`config.mk`:
```
export PLATFORM = sky130hd
export DESIGN_NAME = ibl_top
export DESIGN_NICKNAME = d
export VERILOG_FILES = /design/src/verilog/ibl_pkg.sv /design/src/verilog/ibl_byte_engine.sv /design/src/verilog/ibl_top.sv
export SDC_FILE = /design/constraint.sdc
export NUM_CORES = 1
export LEC_CHECK = 0
export BUFFER_PORTS_ARGS = -buffer_cell sky130_fd_sc_hd__buf_2
export CAP_MARGIN = 20
export CELL_PAD_IN_SITES_DETAIL_PLACEMENT = 1
export CELL_PAD_IN_SITES_GLOBAL_PLACEMENT = 1
export CORE_MARGIN = 1
export CORE_UTILIZATION = 40
export CTS_BUF_LIST = sky130_fd_sc_hd__clkbuf_8
export DETAILED_ROUTE_END_ITERATION = 16
export PLACE_DENSITY_LB_ADDON = 0.1
export SLEW_MARGIN = 20
export SYNTH_ARGS = -nofsm -noshare
export SYNTH_HDL_FRONTEND = slang
export SYNTH_SLANG_ARGS = --single-unit
```
`constraint.sdc`:
```
create_clock -name mclk -period 2.5 [get_ports mclk]
set_input_delay 0.125 -clock mclk [delete_from_list [all_inputs] [get_ports mclk]]
set_output_delay 0.125 -clock mclk [all_outputs]
set_load 0.01 [all_outputs]
```
`src/verilog/ibl_pkg.sv`:
```
package ibl_pkg;

   // Serial clock timing
   localparam int CLK_PERIOD_NS = 100;
   localparam int SCL_PERIOD_NS = 10000;
   localparam int QUARTER_NS    = SCL_PERIOD_NS / 4;
   localparam int QUARTER_INT   = (QUARTER_NS / CLK_PERIOD_NS) < 1 ? 1 : (QUARTER_NS / CLK_PERIOD_NS);
   localparam logic [7:0] QUARTER_CYC = 8'(QUARTER_INT);

   // Boot memory control bytes
   localparam logic [7:0] EE_CTL_SMALL = 8'hA0;
   localparam logic [7:0] EE_CTL_LARGE = 8'hA2;
   localparam logic [7:0] EE_RD_BIT    = 8'h01;
   localparam logic [7:0] EE_OFFSET    = 8'h00;

   // Boot image layout
   localparam logic [7:0] TAG_IDS_ONLY = 8'h01;
   localparam logic [7:0] TAG_IDS_PROG = 8'h02;
   localparam logic [3:0] ID_BYTES     = 4'h7;
   localparam logic [3:0] HDR_BYTES    = 4'h4;
   localparam int         HDR_END_BIT  = 7;

   // Internal RAM windows
   localparam logic [15:0] CODE_END  = 16'h3FFF;
   localparam logic [15:0] SCR_LO    = 16'hE000;
   localparam logic [15:0] SCR_HI    = 16'hE1FF;
   localparam logic [14:0] LOAD_MAX  = 15'h4000;

   // Control register fields
   localparam int CTL_START  = 7;
   localparam int CTL_STOP   = 6;
   localparam int CTL_LASTRD = 5;
   localparam int CTL_ACK    = 2;
   localparam int CTL_BUSY   = 1;
   localparam int CTL_DONE   = 0;

   typedef enum logic [1:0] {OP_START, OP_WRITE, OP_READ, OP_STOP} ibl_op_t;

   typedef struct packed {
      logic       valid;
      ibl_op_t    op;
      logic [7:0] data;
      logic       ack;
   } ibl_cmd_t;

   typedef struct packed {
      logic       done;
      logic       ack_rx;
      logic [7:0] rdata;
   } ibl_rsp_t;

endpackage

```
`src/verilog/ibl_byte_engine.sv`:
```
`timescale 1ns/1ps
`default_nettype none
module ibl_byte_engine
   import ibl_pkg::*;
(
   input  wire logic     mclk,
   input  wire logic     rst,
   input  wire ibl_cmd_t cmd,
   input  wire logic     scl_in,
   input  wire logic     sda_in,
   output var  ibl_rsp_t rsp,
   output var  logic     scl_oe,
   output var  logic     sda_oe
);

   typedef enum logic [1:0] {E_IDLE, E_START, E_BIT, E_STOP} ibl_eng_t;

   ibl_eng_t   st_q;
   logic [7:0] qcnt_q;
   logic [1:0] ph_q;
   logic [3:0] bit_q;
   logic [8:0] sh_q;
   logic       tick;

   // Stretch: hold the high phase while a slave keeps the clock low
   assign tick = (qcnt_q == 8'h00) && !(st_q == E_BIT && ph_q == 2'd1 && !scl_in);

   always_ff @(posedge mclk) begin
      if (rst) begin
         st_q   <= E_IDLE;
         qcnt_q <= 8'h00;
         ph_q   <= 2'd0;
         bit_q  <= 4'h0;
         sh_q   <= 9'h1FF;
         scl_oe <= 1'b0;
         sda_oe <= 1'b0;
         rsp    <= '0;
      end else if (st_q == E_IDLE) begin
         rsp.done <= 1'b0;
         ph_q     <= 2'd0;
         bit_q    <= 4'h0;
         qcnt_q   <= QUARTER_CYC - 8'h01;
         if (cmd.valid) begin
            unique case (cmd.op)
               OP_START: begin
                  st_q   <= E_START;
                  sda_oe <= 1'b0;
               end
               OP_STOP: begin
                  st_q   <= E_STOP;
                  sda_oe <= 1'b1;
               end
               OP_WRITE: begin
                  st_q   <= E_BIT;
                  sh_q   <= {cmd.data, 1'b1};
                  sda_oe <= ~cmd.data[7];
               end
               OP_READ: begin
                  st_q   <= E_BIT;
                  sh_q   <= {8'hFF, ~cmd.ack};
                  sda_oe <= 1'b0;
               end
            endcase
         end
      end else if (!tick) begin
         if (qcnt_q != 8'h00) qcnt_q <= qcnt_q - 8'h01;
      end else begin
         qcnt_q <= QUARTER_CYC - 8'h01;
         ph_q   <= ph_q + 2'd1;
         unique case (st_q)
            E_START: begin
               if (ph_q == 2'd0) scl_oe <= 1'b0;
               if (ph_q == 2'd1) sda_oe <= 1'b1;
               if (ph_q == 2'd2) scl_oe <= 1'b1;
               if (ph_q == 2'd3) begin
                  st_q     <= E_IDLE;
                  rsp.done <= 1'b1;
               end
            end
            E_BIT: begin
               if (ph_q == 2'd0) scl_oe <= 1'b0;
               if (ph_q == 2'd1) sh_q <= {sh_q[7:0], sda_in};
               if (ph_q == 2'd2) scl_oe <= 1'b1;
               if (ph_q == 2'd3) begin
                  if (bit_q == 4'h8) begin
                     st_q       <= E_IDLE;
                     rsp.done   <= 1'b1;
                     rsp.rdata  <= sh_q[8:1];
                     rsp.ack_rx <= ~sh_q[0];
                  end else begin
                     bit_q  <= bit_q + 4'h1;
                     sda_oe <= ~sh_q[8];
                  end
               end
            end
            E_STOP: begin
               if (ph_q == 2'd0) scl_oe <= 1'b0;
               if (ph_q == 2'd1) sda_oe <= 1'b0;
               if (ph_q == 2'd3) begin
                  st_q     <= E_IDLE;
                  rsp.done <= 1'b1;
               end
            end
            default: st_q <= E_IDLE;
         endcase
      end
   end

endmodule // ibl_byte_engine
`default_nettype wire

```
`src/verilog/ibl_top.sv`:
```
// How it works
// - One serial port, boot loader and firmware controller
// - Master only; never answers as a slave
// - Power-on boot reads ids then program bytes
// - Loaded bytes land only in code/scratch RAM
// - Processor held in reset during boot load
// - Boot load starts only after power-on reset
// - Memory address chosen by size strap
// - Firmware drives bus via control/data registers
`timescale 1ns/1ps
`default_nettype none
module ibl_top
   import ibl_pkg::*;
(
   input  wire logic        mclk,
   input  wire logic        rst,
   input  wire logic        por_rst,
   input  wire logic        ee_large,
   input  wire logic        scl_i,
   output var  logic        scl_o,
   output var  logic        scl_oe,
   input  wire logic        sda_i,
   output var  logic        sda_o,
   output var  logic        sda_oe,
   output var  logic        cpu_reset,
   output var  logic        ram_we,
   output var  logic [15:0] ram_addr,
   output var  logic [7:0]  ram_wdata,
   output var  logic [47:0] vendor_product_device_ids,
   output var  logic [7:0]  boot_config,
   input  wire logic        gp_ctl_wr,
   input  wire logic [7:0]  gp_ctl_wdata,
   input  wire logic        gp_dat_wr,
   input  wire logic [7:0]  gp_dat_wdata,
   input  wire logic        gp_dat_rd,
   output var  logic [7:0]  serial_bus_control_register,
   output var  logic [7:0]  serial_bus_data_register
);

   typedef enum logic [3:0] {B_IDLE, B_ST1, B_CTLW, B_OFFH, B_OFFL, B_ST2, B_CTLR,
                             B_RD, B_LAST, B_STOP, B_DONE} ibl_boot_t;
   typedef enum logic [1:0] {P_TAG, P_ID, P_HDR, P_DATA} ibl_phase_t;
   typedef enum logic [1:0] {G_IDLE, G_START, G_XFER, G_STOP} ibl_gp_t;

   logic [2:0]  sync1_q, sync2_q;
   ibl_boot_t   bst_q;
   ibl_phase_t  phase_q;
   ibl_gp_t     gst_q;
   logic        iss_q, prog_q, end_q;
   logic [3:0]  cnt_q;
   logic [15:0] len_q, addr_q;
   logic [14:0] loaded_q;
   ibl_cmd_t    boot_cmd_q, gp_cmd_q, eng_cmd, boot_next;
   ibl_rsp_t    rsp;
   ibl_op_t     gp_op_q;
   logic [7:0]  gp_data_q;
   logic        gp_ack_q;
   logic        boot_own, in_range, eng_scl_oe, eng_sda_oe;

   // Pin and strap synchronisers
   always_ff @(posedge mclk) begin
      if (rst) begin
         sync1_q <= 3'b111;
         sync2_q <= 3'b111;
      end else begin
         sync1_q <= {ee_large, scl_i, sda_i};
         sync2_q <= sync1_q;
      end
   end

   // Port ownership and the shared engine
   assign boot_own = (bst_q != B_DONE);
   assign eng_cmd  = boot_own ? boot_cmd_q : gp_cmd_q;

   ibl_byte_engine u_engine (
      .mclk   (mclk),
      .rst    (rst),
      .cmd    (eng_cmd),
      .scl_in (sync2_q[1]),
      .sda_in (sync2_q[0]),
      .rsp    (rsp),
      .scl_oe (eng_scl_oe),
      .sda_oe (eng_sda_oe)
   );

   // Open-drain drive only: no slave address decode exists
   assign scl_o  = 1'b0;
   assign sda_o  = 1'b0;
   assign scl_oe = eng_scl_oe;
   assign sda_oe = eng_sda_oe;

   // Command for the current boot step
   always_comb begin
      boot_next       = '0;
      boot_next.valid = 1'b1;
      boot_next.op    = OP_WRITE;
      boot_next.ack   = 1'b1;
      unique case (bst_q)
         B_ST1, B_ST2: boot_next.op = OP_START;
         B_CTLW:       boot_next.data = sync2_q[2] ? EE_CTL_LARGE : EE_CTL_SMALL;
         B_CTLR:       boot_next.data = (sync2_q[2] ? EE_CTL_LARGE : EE_CTL_SMALL) | EE_RD_BIT;
         B_OFFH, B_OFFL: boot_next.data = EE_OFFSET;
         B_RD:         boot_next.op = OP_READ;
         B_LAST: begin
            boot_next.op  = OP_READ;
            boot_next.ack = 1'b0;
         end
         B_STOP:       boot_next.op = OP_STOP;
         default:      boot_next.valid = 1'b0;
      endcase
   end

   assign in_range = (addr_q <= CODE_END) || (addr_q >= SCR_LO && addr_q <= SCR_HI);

   // Boot sequencer
   always_ff @(posedge mclk) begin
      if (rst) begin
         bst_q      <= por_rst ? B_ST1 : B_DONE;
         boot_cmd_q <= '0;
         iss_q      <= 1'b0;
         phase_q    <= P_TAG;
         cnt_q      <= 4'h0;
         prog_q     <= 1'b0;
         end_q      <= 1'b0;
         len_q      <= 16'h0000;
         addr_q     <= 16'h0000;
         loaded_q   <= 15'h0000;
         ram_we     <= 1'b0;
         ram_addr   <= 16'h0000;
         ram_wdata  <= 8'h00;
         vendor_product_device_ids <= 48'h0000_0000_0000;
         boot_config <= 8'h00;
      end else begin
         boot_cmd_q.valid <= 1'b0;
         ram_we           <= 1'b0;
         if (boot_own && bst_q != B_IDLE && !iss_q) begin
            boot_cmd_q <= boot_next;
            iss_q      <= 1'b1;
         end else if (boot_own && rsp.done) begin
            iss_q <= 1'b0;
            unique case (bst_q)
               B_ST1:  bst_q <= B_CTLW;
               B_CTLW: bst_q <= !rsp.ack_rx ? B_STOP : (sync2_q[2] ? B_OFFH : B_OFFL);
               B_OFFH: bst_q <= rsp.ack_rx ? B_OFFL : B_STOP;
               B_OFFL: bst_q <= rsp.ack_rx ? B_ST2 : B_STOP;
               B_ST2:  bst_q <= B_CTLR;
               B_CTLR: bst_q <= rsp.ack_rx ? B_RD : B_STOP;
               B_RD: begin
                  unique case (phase_q)
                     P_TAG: begin
                        prog_q  <= (rsp.rdata == TAG_IDS_PROG);
                        phase_q <= P_ID;
                        if (rsp.rdata != TAG_IDS_PROG && rsp.rdata != TAG_IDS_ONLY) bst_q <= B_LAST;
                     end
                     P_ID: begin
                        if (cnt_q == ID_BYTES - 4'h1) begin
                           boot_config <= rsp.rdata;
                           cnt_q       <= 4'h0;
                           phase_q     <= P_HDR;
                           if (!prog_q) bst_q <= B_LAST;
                        end else begin
                           vendor_product_device_ids <= {vendor_product_device_ids[39:0], rsp.rdata};
                           cnt_q <= cnt_q + 4'h1;
                        end
                     end
                     P_HDR: begin
                        cnt_q <= cnt_q + 4'h1;
                        if (cnt_q == 4'h0) begin
                           len_q[15:8] <= rsp.rdata;
                           end_q       <= rsp.rdata[HDR_END_BIT];
                        end
                        if (cnt_q == 4'h1) len_q[7:0] <= rsp.rdata;
                        if (cnt_q == 4'h2) addr_q[15:8] <= rsp.rdata;
                        if (cnt_q == 4'h3) addr_q[7:0] <= rsp.rdata;
                        if (cnt_q == HDR_BYTES - 4'h1) begin
                           cnt_q   <= 4'h0;
                           phase_q <= P_DATA;
                           if (end_q || len_q == 16'h0000) bst_q <= B_LAST;
                        end
                     end
                     P_DATA: begin
                        if (in_range && loaded_q < LOAD_MAX) begin
                           ram_we    <= 1'b1;
                           ram_addr  <= addr_q;
                           ram_wdata <= rsp.rdata;
                           loaded_q  <= loaded_q + 15'h0001;
                        end
                        addr_q <= addr_q + 16'h0001;
                        len_q  <= len_q - 16'h0001;
                        if (len_q == 16'h0001) phase_q <= P_HDR;
                     end
                  endcase
               end
               B_LAST: bst_q <= B_STOP;
               B_STOP: bst_q <= B_DONE;
               default: bst_q <= B_DONE;
            endcase
         end
      end
   end

   // Processor reset follows the boot sequence
   always_ff @(posedge mclk) begin
      if (rst) cpu_reset <= 1'b1;
      else     cpu_reset <= boot_own;
   end

   // Firmware controller: control and data registers
   always_ff @(posedge mclk) begin
      if (rst) begin
         gst_q     <= G_IDLE;
         gp_cmd_q  <= '0;
         gp_op_q   <= OP_WRITE;
         gp_data_q <= 8'h00;
         gp_ack_q  <= 1'b1;
         serial_bus_control_register <= 8'h00;
         serial_bus_data_register    <= 8'h00;
      end else begin
         gp_cmd_q.valid <= 1'b0;
         serial_bus_control_register[CTL_BUSY] <= (gst_q != G_IDLE);
         unique case (gst_q)
            G_IDLE: begin
               if (!boot_own && !cpu_reset) begin
                  if (gp_ctl_wr) begin
                     serial_bus_control_register[7:5] <= gp_ctl_wdata[7:5];
                     if (gp_ctl_wdata[CTL_STOP]) begin
                        gp_cmd_q <= '{valid: 1'b1, op: OP_STOP, data: 8'h00, ack: 1'b0};
                        gst_q    <= G_STOP;
                        serial_bus_control_register[CTL_DONE] <= 1'b0;
                     end
                  end else if (gp_dat_wr || gp_dat_rd) begin
                     gp_op_q   <= gp_dat_wr ? OP_WRITE : OP_READ;
                     gp_data_q <= gp_dat_wdata;
                     gp_ack_q  <= ~serial_bus_control_register[CTL_LASTRD];
                     serial_bus_control_register[CTL_DONE] <= 1'b0;
                     if (gp_dat_wr && serial_bus_control_register[CTL_START]) begin
                        gp_cmd_q <= '{valid: 1'b1, op: OP_START, data: 8'h00, ack: 1'b0};
                        gst_q    <= G_START;
                        serial_bus_control_register[CTL_START] <= 1'b0;
                     end else begin
                        gp_cmd_q <= '{valid: 1'b1, op: gp_dat_wr ? OP_WRITE : OP_READ, data: gp_dat_wdata,
                                      ack: ~serial_bus_control_register[CTL_LASTRD]};
                        gst_q    <= G_XFER;
                     end
                  end
               end
            end
            G_START: begin
               if (rsp.done) begin
                  gp_cmd_q <= '{valid: 1'b1, op: gp_op_q, data: gp_data_q, ack: gp_ack_q};
                  gst_q    <= G_XFER;
               end
            end
            G_XFER: begin
               if (rsp.done) begin
                  gst_q <= G_IDLE;
                  serial_bus_control_register[CTL_DONE] <= 1'b1;
                  serial_bus_control_register[CTL_ACK]  <= rsp.ack_rx;
                  if (gp_op_q == OP_READ) serial_bus_data_register <= rsp.rdata;
               end
            end
            G_STOP: begin
               if (rsp.done) begin
                  gst_q <= G_IDLE;
                  serial_bus_control_register[CTL_STOP] <= 1'b0;
                  serial_bus_control_register[CTL_DONE] <= 1'b1;
               end
            end
         endcase
      end
   end

endmodule // ibl_top
`default_nettype wire
```
==> flow_summary.ini, run 1 <==
[finish]
final_cell_mix = nand2_1, dfxtp_1, a21oi_1, nor2_1, buf_2
fin_nets = 1511
layout_commonest_cell = nand2_1
fillers = 3162
multiInputGateArea_um2 = 5380
drive_above_1_share_pct = 17.7
area_growth_syn_to_layout_pct = 20.8
seq_area_um2 = 4660
n_antenna_cell = 0

[worst_setup_path]
cp.arrival_ns = 2.89
path_delay_family = compound AO/OA/AOI/OAI gates
cp_slowest_cell = o32a_4
critPathKind = flip-flop to flip-flop
endpoint_kind = flip-flop
crit_top_cell = nand2_1
cp_num_cells = 9
worst-path-max-fanout = 18
cp_cell_sequence = nor4bb_2 -> buf_4 -> nand2_1 -> nand2_1 -> inv_1 -> ha_1 -> o32a_4 -> a221oi_1 -> a211o_1
r2r_end = u_engine.sh_q[1]$_SDFFE_PP1P_
r2r-start = bst_q[0]$_DFFE_PP_
cpPeakStageDelay_ns = 0.46
r2r_slack_ns = 0.1
crit_buf_inv = 2
required_ns = 2.99
reg2regPathDepth = 9
critPathLaunchType = flip-flop

[route]
totalWireLength_mm = 30.6
drcViolationCount = 0
firstDrtPassIters = 4
post_drt_via_cell_ratio = 5.36
vias = 9788
drt-initial-drc-count = 591
wl_per_cell_um = 16.8
ant_nets = 0

[grt]
antenna_found_initial = 0
grtUsageMet2_pct = 36.0
busiest_layer = met2
use_met1_pct = 31.2
grt_start_max_net_pins = 94
grt_pass1_wl_mm = 49.7
grt_usage_pct = 22.7
use_met3_pct = 4.57
first_global_vias = 9617
overflow = 0

[power_and_ir_drop]
clock_power_share_pct = 46.0
seq_power_share_pct = 48.1
vdd_drop_max_v = 0.000423
totalPowerFinal_uw = 7850
pwr-share-comb_pct = 5.9
power_leakage_uw = 0.00496
power.density_nw_per_um2 = 618
power.internal_uw = 5900
power_switching_uw = 1950
p_sw_share_pct = 24.9

[sta]
hold_viol_final = 0
drv_slew = 0
tightest_slew_ns = 0.858
setup-violations-final = 0
fmax_ghz = 0.416
fin_crit_sh_pct = 96.1
fin_skew_ns = 0.0112
relSlewSlack_pct = 42.8
setup_ws_ns = 0.0975
rsz0062_at_grt = true
period_minus_slack_ns = 2.40

[min_path]
min_to = sync1_q[2]$_SDFF_PP1_
hold_class = primary input to flip-flop
hp-start = ee_large
hold_depth = 3

[clock_tree]
cts_buffers = 42
numClockSinks = 231
clk_pin_slew_worst_paths_ns = 0.06
clock_latency_ns = 0.55
cts_tree = done
cts-root-buf = clkbuf_8
htreeDepth = 2
cts_buffer_depth = 3

[synthesis]
synthArstFlopShare_pct = 0
syn-cell-area_um2 = 10500
ys.warnings.count = 0
yosysTopAreaCellShare_pct = 43.2
syn_inst = 1317
syn_area_per_cell_um2 = 7.98
synth-edff-count = 4
ys_seq_elements = 231
yosysUniqueCellTypes = 75
ys.flop_type = dfxtp_1
synth_top_cell_by_area = dfxtp_1
ys_top_cells_by_area = dfxtp_1, nand2_1, a21oi_1, nor2_1, o21ai_0
yosysSeqAreaShare_pct = 44.4

[floorplanning]
core_um2 = 25500
die_y_um = 164
num_io_pins = 127
die_area_um2 = 26900
num_rows = 58
start_util_pct = 41.3
die_x_um = 164

[place]
dp_hpwl_mm = 20.7
io_buffer_count = 117
gp_congestion = 0.799
place_ws_ns = -0.00316

[status]
status = finished clean

[flow_run]
max-cap-violations = 0
==> power by group through the flow <==
stage / Clock, uW / Sequential [uW] / Combinational [uW]
after global placement: 0 / 3850 / 420
after floorplan: 0 / 3840 / 308
after detailed placement: 0 / 3850 / 429
final: 3610 / 3770 / 463
after CTS: 3710 / 3770 / 457
after global routing: 3900 / 3780 / 513
==> area by class of cell <==
cell class	count	share of cell area, %
sequential	231	36.7
clock buffer	55	5.96
timing repair buffer	191	9.67
tap	330	3.25
multi-input combinational	957	42.4
clock inverter	23	0.828
inverter	40	1.18
==> per-layer routing <==
layer  up-vias  wire [um]
li1       4863          -
met1      4706      15000
met2       177      13700
met3        42       1370
met4         0        558
met5         -          0
==> cells in the mapped netlist (10+ instances only) <==
master    count
inv_1        38
or2_2        12
dfxtp_1     227
mux2i_1      34
xnor2_1      15
a22oi_1      10
nor2b_1      11
o21ai_0      82
nand3_1      28
clkbuf_1     74
nor2_1      116
ha_1         23
buf_2        11
a211oi_1     13
a221oi_1     13
nand4_1      16
nor4_1       11
nor3_1       29
nand2_1     255
a21oi_1     141
nand2b_1     12
==> logic make-up after synthesis <==
kind of cell             after synthesis  share of synthesized area, %
multiplexers                          36                          3.45
AO/OA/AOI/OAI                        326                          18.6
AND/OR/NAND/NOR                      545                          23.9
other                                  1                        0.0357
XOR/XNOR                              23                          1.92
buffers and inverters                132                          5.02
flip-flops                           231                          44.4
adder cells (fa/ha/maj)               23                          2.74
==> worst reg2reg max path, stage by stage, from the launching register on <==
cell and delay [ns]:
edfxtp_1 0.44, nor4bb_2 0.34, buf_4 0.20, nand2_1 0.06, nand2_1 0.09, inv_1 0.06, ha_1 0.30, o32a_4 0.46
a221oi_1 0.26, a211o_1 0.14
==> state kept, by name, indices dropped and copies added (netlist names), 4 cells and up, named ones only <==
name and count:
u_engine.sh_q 9, ram_wdata 8, u_engine.qcnt_q 8, vendor_product_device_ids 48, boot_config 8, cnt_q 4
addr_q 16, boot_cmd_q 7, serial_bus_control_register 6, gp_data_q 8, loaded_q 15, u_engine.bit_q 4
u_engine.rsp 10, bst_q 4, ram_addr 16, serial_bus_data_register 8, gp_cmd_q 12, len_q 16
==> repair_timing <==
item / CTS / global route
gates resized for setup: 1 / 4
buffers inserted: 0 / 1
endpoints found under the hold margin: 42 / 0
setup endpoints to repair: 3 / 9
hold buffers: 22 / 0
pin swaps: 0 / 1
==> worst max path at each step <==
stage / startpoint / to / slack, ns
2_1_floorplan: bst_q[2]$_SDFFCE_PP0P_ / u_engine.sh_q[5]$_SDFFE_PP1P_ / 0.004
3_3_place_gp: bst_q[0]$_DFFE_PP_ / u_engine.sh_q[2]$_SDFFE_PP1P_ / 0.1
3_5_place_dp: bst_q[0]$_DFFE_PP_ / u_engine.sh_q[2]$_SDFFE_PP1P_ / -0.003
4_1_cts: bst_q[0]$_DFFE_PP_ / u_engine.sh_q[1]$_SDFFE_PP1P_ / 0.04
5_1_grt: bst_q[3]$_DFFE_PP_ / u_engine.sh_q[3]$_SDFFE_PP1P_ / -0.01
6_report: bst_q[0]$_DFFE_PP_ / u_engine.sh_q[1]$_SDFFE_PP1P_ / 0.1
==> stage by stage <==
step                      utilization (%)  setup TNS [ns]  instance area [um2]  hold WS, ns  std cells
after global placement               45.5               0                11600        0.306       1726
after detailed placement             45.5        -0.00499                11600        0.311       1726
after floorplan                         -               0                10500        0.229       1320
after global routing                 49.9         -0.0180                12700        0.288       1827
after CTS                            49.7               0                12700        0.265       1826
final                                49.9               0                12700        0.310       1827
No activity file was read; power rests on OpenSTA's default activity.
==> run 2: changes to the inputs <==
Settings changed: SLEW_MARGIN 20 to unset.
Clock period 2.5 ns to 2.1 ns, I/O delays scaled along.
==> run 2 against run 1 <==
Compared with the run above: the flow now finishes with violations (negative setup slack); register-to-register slack worse by 0.19 ns; design area up 9.5%; clock skew grew 0.031 ns; non-clock buffer count increased by 77; final cell count up 4.1%; sequential power grew 19%; via count is 5.2% higher; power up 21%; clock power up 19%; critical path depth is 1 lower; first-iteration DRC count fell by 4.6%.
==> flow_summary.ini, run 2 (same netlist as run 1, synthesis figures left out) <==
[status]
status = finished with violations
violations = negative setup slack

[finish]
drive_above_1_share_pct = 27.1
fin_cells = 1901
area_growth_syn_to_layout_pct = 32.3
n_antenna_cell = 0
layout_commonest_cell = dfxtp_1
largest_reg_flops = 48
regMostFlops = vendor_product_device_ids
fillers = 3063
postLayoutCellArea_um2 = 13900
fin_nets = 1591
final_cell_mix = dfxtp_1, nand2_1, a21oi_1, buf_2, nor2_1

[grt]
grt_usage_pct = 24.1
first_global_vias = 10122
grt_pass1_wl_mm = 52.1
overflow = 0
grt_start_max_net_pins = 156
antenna_found_initial = 0

[floorplanning]
die_area_um2 = 26900
die_y_um = 164
num_io_pins = 127
core_um2 = 25500
num_rows = 58
die_x_um = 164
start_util_pct = 41.3

[sta]
setup-violations-final = 65
tightest_slew_ns = 0.913
fmax_ghz = 0.457
fin_crit_sh_pct = 104
fin_skew_ns = 0.0422
holdWs_ns = 0.297
period_minus_slack_ns = 2.19
rsz0062_at_grt = true
setup_ws_ns = -0.0887
drv_slew = 0
hold_viol_final = 0
relSlewSlack_pct = 39.2

[power_and_ir_drop]
seq_power_share_pct = 47.5
power.density_nw_per_um2 = 680
power_switching_uw = 2360
vdd_drop_max_v = 0.000436
power.internal_uw = 7100
p_sw_share_pct = 24.9
power_leakage_uw = 0.00551
pwr-share-comb_pct = 7.3
clock_power_share_pct = 45.2

[place]
place_ws_ns = -0.181
dp_hpwl_mm = 21.6
gp_congestion = 0.813
io_buffer_count = 117
placed_cell_area_um2 = 12000
dp.cells = 1779

[clock_tree]
cts_buffer_depth = 3
htreeDepth = 2
numClockSinks = 231
cts_buffers = 44
cts-root-buf = clkbuf_8
clk_pin_slew_worst_paths_ns = 0.06
clock_latency_ns = 0.56
cts_tree = done

[worst_setup_path]
critPathKind = flip-flop to flip-flop
critPathLaunchType = flip-flop
required_ns = 2.55
r2r_slack_ns = -0.09
cp.arrival_ns = 2.64
worst-path-max-fanout = 6
endpoint_kind = flip-flop

[route]
wl_per_cell_um = 18.0
drt-initial-drc-count = 564
totalWireLength_mm = 34.2
vias = 10298
ant_nets = 0
firstDrtPassIters = 5
drcViolationCount = 0
post_drt_via_cell_ratio = 5.42

[min_path]
hold_class = primary input to flip-flop

[flow_run]
max-cap-violations = 0
-- run 2: cell count changes in the layout (fill, tap and decap cells not counted), moves of 5 or more --
cell | previous run | this run
a21oi_1 | 141 | 129
a21oi_2 | 0 | 11
buf_4 | 50 | 101
buf_6 | 1 | 19
inv_1 | 53 | 48
nand2_1 | 255 | 221
nand2_2 | 0 | 19
nand2_4 | 0 | 15
o21ai_0 | 82 | 70
o21ai_1 | 0 | 11
or3_4 | 0 | 5
-- run 2: per-layer routing --
layer / wire length, um / share of wire, % / GRT usage [%] / up-vias
li1: - / - / - / 5026
met4: 662 / 1.9 / 5.89 / 0
met1: 16000 / 47 / 32.5 / 5003
met3: 1600 / 4.7 / 4.44 / 58
met2: 15900 / 47 / 39.4 / 211
met5: 0 / 0 / 0 / -
-- run 2: timing repair --
item / CTS / global route
setup buffers: 8 / 9
resized for setup: 39 / 110
setup endpoints to repair: 85 / 134
endpoints found under the hold margin: 30 / 0
hold buffers: 19 / 0
pin swaps: 12 / 26
cloned: 2 / 10
-- run 2: critical path, cell delays in order, from the launching register on --
cell and delay (ns):
edfxtp_1 0.42, nor4bb_2 0.33, buf_4 0.18, nand2_1 0.07, nand2_2 0.11, ha_4 0.21, o32a_4 0.36, buf_6 0.15
a211o_1 0.25
-- run 2: through the flow --
step                      setup TNS (ns)  power, uW  utilization (%)
after CTS                         -0.148       9530             52.2
after floorplan                    -2.00       4950                -
after global placement             -1.46       5130             47.2
final                              -2.45       9460             54.6
after global routing              -10.11       9880             54.6
after detailed placement           -4.91       5140             47.2
-- run 2: path summary, 6_finish.rpt --
kind | from | to | cells past startpoint
min | sda_i | sync1_q[0]$_SDFF_PP1_ | 3
min reg2reg | sync1_q[2]$_SDFF_PP1_ | sync2_q[2]$_SDFF_PP1_ | 1
max | bst_q[2]$_SDFFCE_PP0P_ | u_engine.sh_q[2]$_SDFFE_PP1P_ | 8
max reg2reg | bst_q[2]$_SDFFCE_PP0P_ | u_engine.sh_q[2]$_SDFFE_PP1P_ | 8
-- run 2: cell type report --
class	instances	area, um2	area share [%]
Clock buffer	52	716	5.15
Clock inverter	22	129	0.927
Inverter	40	151	1.09
Multi-Input combinational cell	958	5830	41.9
Sequential cell	231	4670	33.6
Tap cell	330	413	2.97
Timing Repair Buffer	268	2000	14.4
-- run 2: power by group through the flow --
stage               Clock [uW]  Combinational, uW  Sequential (uW)
floorplan                    0                381             4570
global placement             0                549             4580
detailed placement           0                557             4580
CTS                       4400                634             4490
global route              4640                752             4490
finish                    4280                690             4490
==> run 3: changes to the inputs <==
Settings changed: CORE_UTILIZATION 40 to 41, SYNTH_HIERARCHICAL set to 1.
==> run 3 against run 2 <==
Compared with the run above: the run still ends with negative setup slack left; flip-flop and latch count stayed put; global-route usage is 1.3 points higher; non-clock buffer count is 9 lower; synthesized area is 1.3% higher; first-iteration DRC count is 6.9% lower; utilization is 0.28 points lower; synthesized cell count is 0.76% higher; design area is 1.1% lower.
==> flow_summary.ini, run 3 <==
[status]
status = finished with violations
violations = negative setup slack

[synthesis]
yosysSeqAreaShare_pct = 43.8
syn_inst = 1327
yosysTopAreaCellShare_pct = 42.7
syn_area_per_cell_um2 = 8.03
syn-cell-area_um2 = 10700
ys.warnings.count = 6
ys.flop_type = dfxtp_1
ys_seq_elements = 231
synthArstFlopShare_pct = 0
synth_top_cell_by_area = dfxtp_1
yosysMostFrequentCell = nand2_1
yosysUniqueCellTypes = 84
synth-edff-count = 4
synth_commonest_cells = nand2_1, dfxtp_1, a21oi_1
ys_top_cells_by_area = dfxtp_1, nand2_1, a21oi_1, nor2_1, mux2i_1

[worst_setup_path]
critPathKind = flip-flop to flip-flop
cp.arrival_ns = 2.66
cp_cell_sequence = or4_4 -> nand2b_4 -> or4b_4 -> buf_6 -> a21oi_4 -> mux2_4
path_delay_family = simple AND/OR/NAND/NOR gates
worst-path-max-fanout = 2
endpoint_kind = flip-flop
critPathLaunchType = flip-flop
cpPeakStageDelay_ns = 0.52
crit_buf_inv = 1
required_ns = 2.55
cp_slowest_cell = or4_4

[finish]
layout_commonest_cell = nand2_1
area_growth_syn_to_layout_pct = 29.2
drive_above_1_share_pct = 24.9
final_cell_mix = nand2_1, dfxtp_1, a21oi_1, nor2_1, buf_2
regMostFlops = vendor_product_device_ids
n_antenna_cell = 0
fin_nets = 1597
largest_reg_flops = 48

[route]
firstDrtPassIters = 5
highest_layer = met4
wl_met1_mm = 15.6
met3_length_mm = 1.09
vias = 10363
wl_per_cell_um = 18.3
wl_met2_mm = 17.5
drcViolationCount = 0
post_drt_via_cell_ratio = 5.43
drt-initial-drc-count = 525
ant_nets = 0
totalWireLength_mm = 34.9

[floorplanning]
num_io_pins = 127
die_area_um2 = 26600
start_util_pct = 42.1
num_rows = 58
core_um2 = 25300
die_y_um = 163
die_x_um = 163

[sta]
period_minus_slack_ns = 2.20
fmax_ghz = 0.454
tightest_slew_ns = 0.857
rsz0062_at_grt = true
holdWs_ns = 0.285
fin_crit_sh_pct = 105
setup_ws_ns = -0.105
setup-violations-final = 21
fin_skew_ns = 0.0232
drv_slew = 0
relSlewSlack_pct = 42.3
hold_viol_final = 0

[clock_tree]
cts-root-buf = clkbuf_8
htreeDepth = 2
cts_buffer_depth = 3
numClockSinks = 231
clk_pin_slew_worst_paths_ns = 0.06
cts_buffers = 42
clock_latency_ns = 0.56
cts_tree = done

[place]
gp_congestion = 0.830
dp_hpwl_mm = 23.4
io_buffer_count = 117

[grt]
grt_pass1_wl_mm = 54.1
grt_usage_pct = 25.4
first_global_vias = 10359
overflow = 0
antenna_found_initial = 0
grt_start_max_net_pins = 81

[power_and_ir_drop]
power.density_nw_per_um2 = 673
totalPowerFinal_uw = 9260
power_leakage_uw = 0.00547
vdd_drop_max_v = 0.000619

[flow_run]
max-cap-violations = 0

[min_path]
hold_class = primary input to flip-flop
run 3: layout make-up:
type	count	area, um2
clock buffers	50	688
clock inverters	23	126
fillers	3060	11600
inverters	35	131
multi-input cells	979	5890
flip-flops and latches	231	4670
well taps	330	413
repair buffers	259	1850
run 3: kinds of logic (layout without fill, tap and decap cells):
kind of cell | Yosys count | count (layout) | synth area share [%]
AO/OA/AOI/OAI | 328 | 329 | 18.8
flip-flops | 231 | 231 | 43.8
adder cells (fa/ha/maj) | 24 | 24 | 2.82
multiplexers | 44 | 44 | 4.18
XOR/XNOR | 17 | 17 | 1.40
other | 1 | 4 | 0.0352
AND/OR/NAND/NOR | 561 | 561 | 24.3
buffers and inverters | 121 | 367 | 4.59
run 3: worst reg2reg max path, delay by kind of cell (launching register included):
kind                   cells  cell delay, ns
AND/OR/NAND/NOR            3            1.19
flip-flops                 1            0.32
multiplexers               1            0.31
AO/OA/AOI/OAI              1            0.15
buffers and inverters      1            0.14
run 3: power breakdown:
group	switching, uW	total [uW]	internal (uW)	leakage (uW)
Clock	1920	4190	2270	0.000478
Sequential	42.8	4480	4440	0.00187
Combinational	349	588	240	0.00312
Total	2310	9260	6950	0.00547
run 3: layer usage:
| metal | vias up | track usage (%) |
|---|---|---|
| met2 | 162 | 44.8 |
| met1 | 5100 | 31.8 |
| li1 | 5049 | - |
| met3 | 52 | 3.56 |
| met4 | 0 | 7.39 |
| met5 | - | 0 |
run 3: final timing paths:
path	start	end	slack, ns	cells past startpoint
setup / recovery	len_q[9]$_SDFFE_PP0P_	phase_q[1]$_SDFFE_PP0P_	-0.10	6
hold / removal	ee_large	sync1_q[2]$_SDFF_PP1_	0.29	3
setup reg to reg	len_q[9]$_SDFFE_PP0P_	phase_q[1]$_SDFFE_PP0P_	-0.10	6
hold reg to reg	sync1_q[2]$_SDFF_PP1_	sync2_q[2]$_SDFF_PP1_	0.41	1
run 3: per-stage QoR:
| stage | std cells | setup TNS (ns) | setup slack [ns] | instance area, um2 | utilization [%] |
|---|---|---|---|---|---|
| after floorplan | 1330 | -4.56 | -0.330 | 10800 | - |
| after global placement | 1793 | -0.728 | -0.133 | 12200 | 48.3 |
| after detailed placement | 1793 | -3.26 | -0.169 | 12200 | 48.3 |
| after CTS | 1892 | -0.778 | -0.102 | 13400 | 53.0 |
| after global routing | 1907 | -4.00 | -0.203 | 13800 | 54.3 |
| final | 1907 | -1.34 | -0.105 | 13800 | 54.3 |
run 3: what timing repair did:
action,CTS,global route
resized for setup,25,59
buffers inserted,5,12
endpoints found under the setup margin,63,139
pin swaps,9,24
hold endpoints to repair,51,0
gates cloned,2,3
hold buffers,19,0
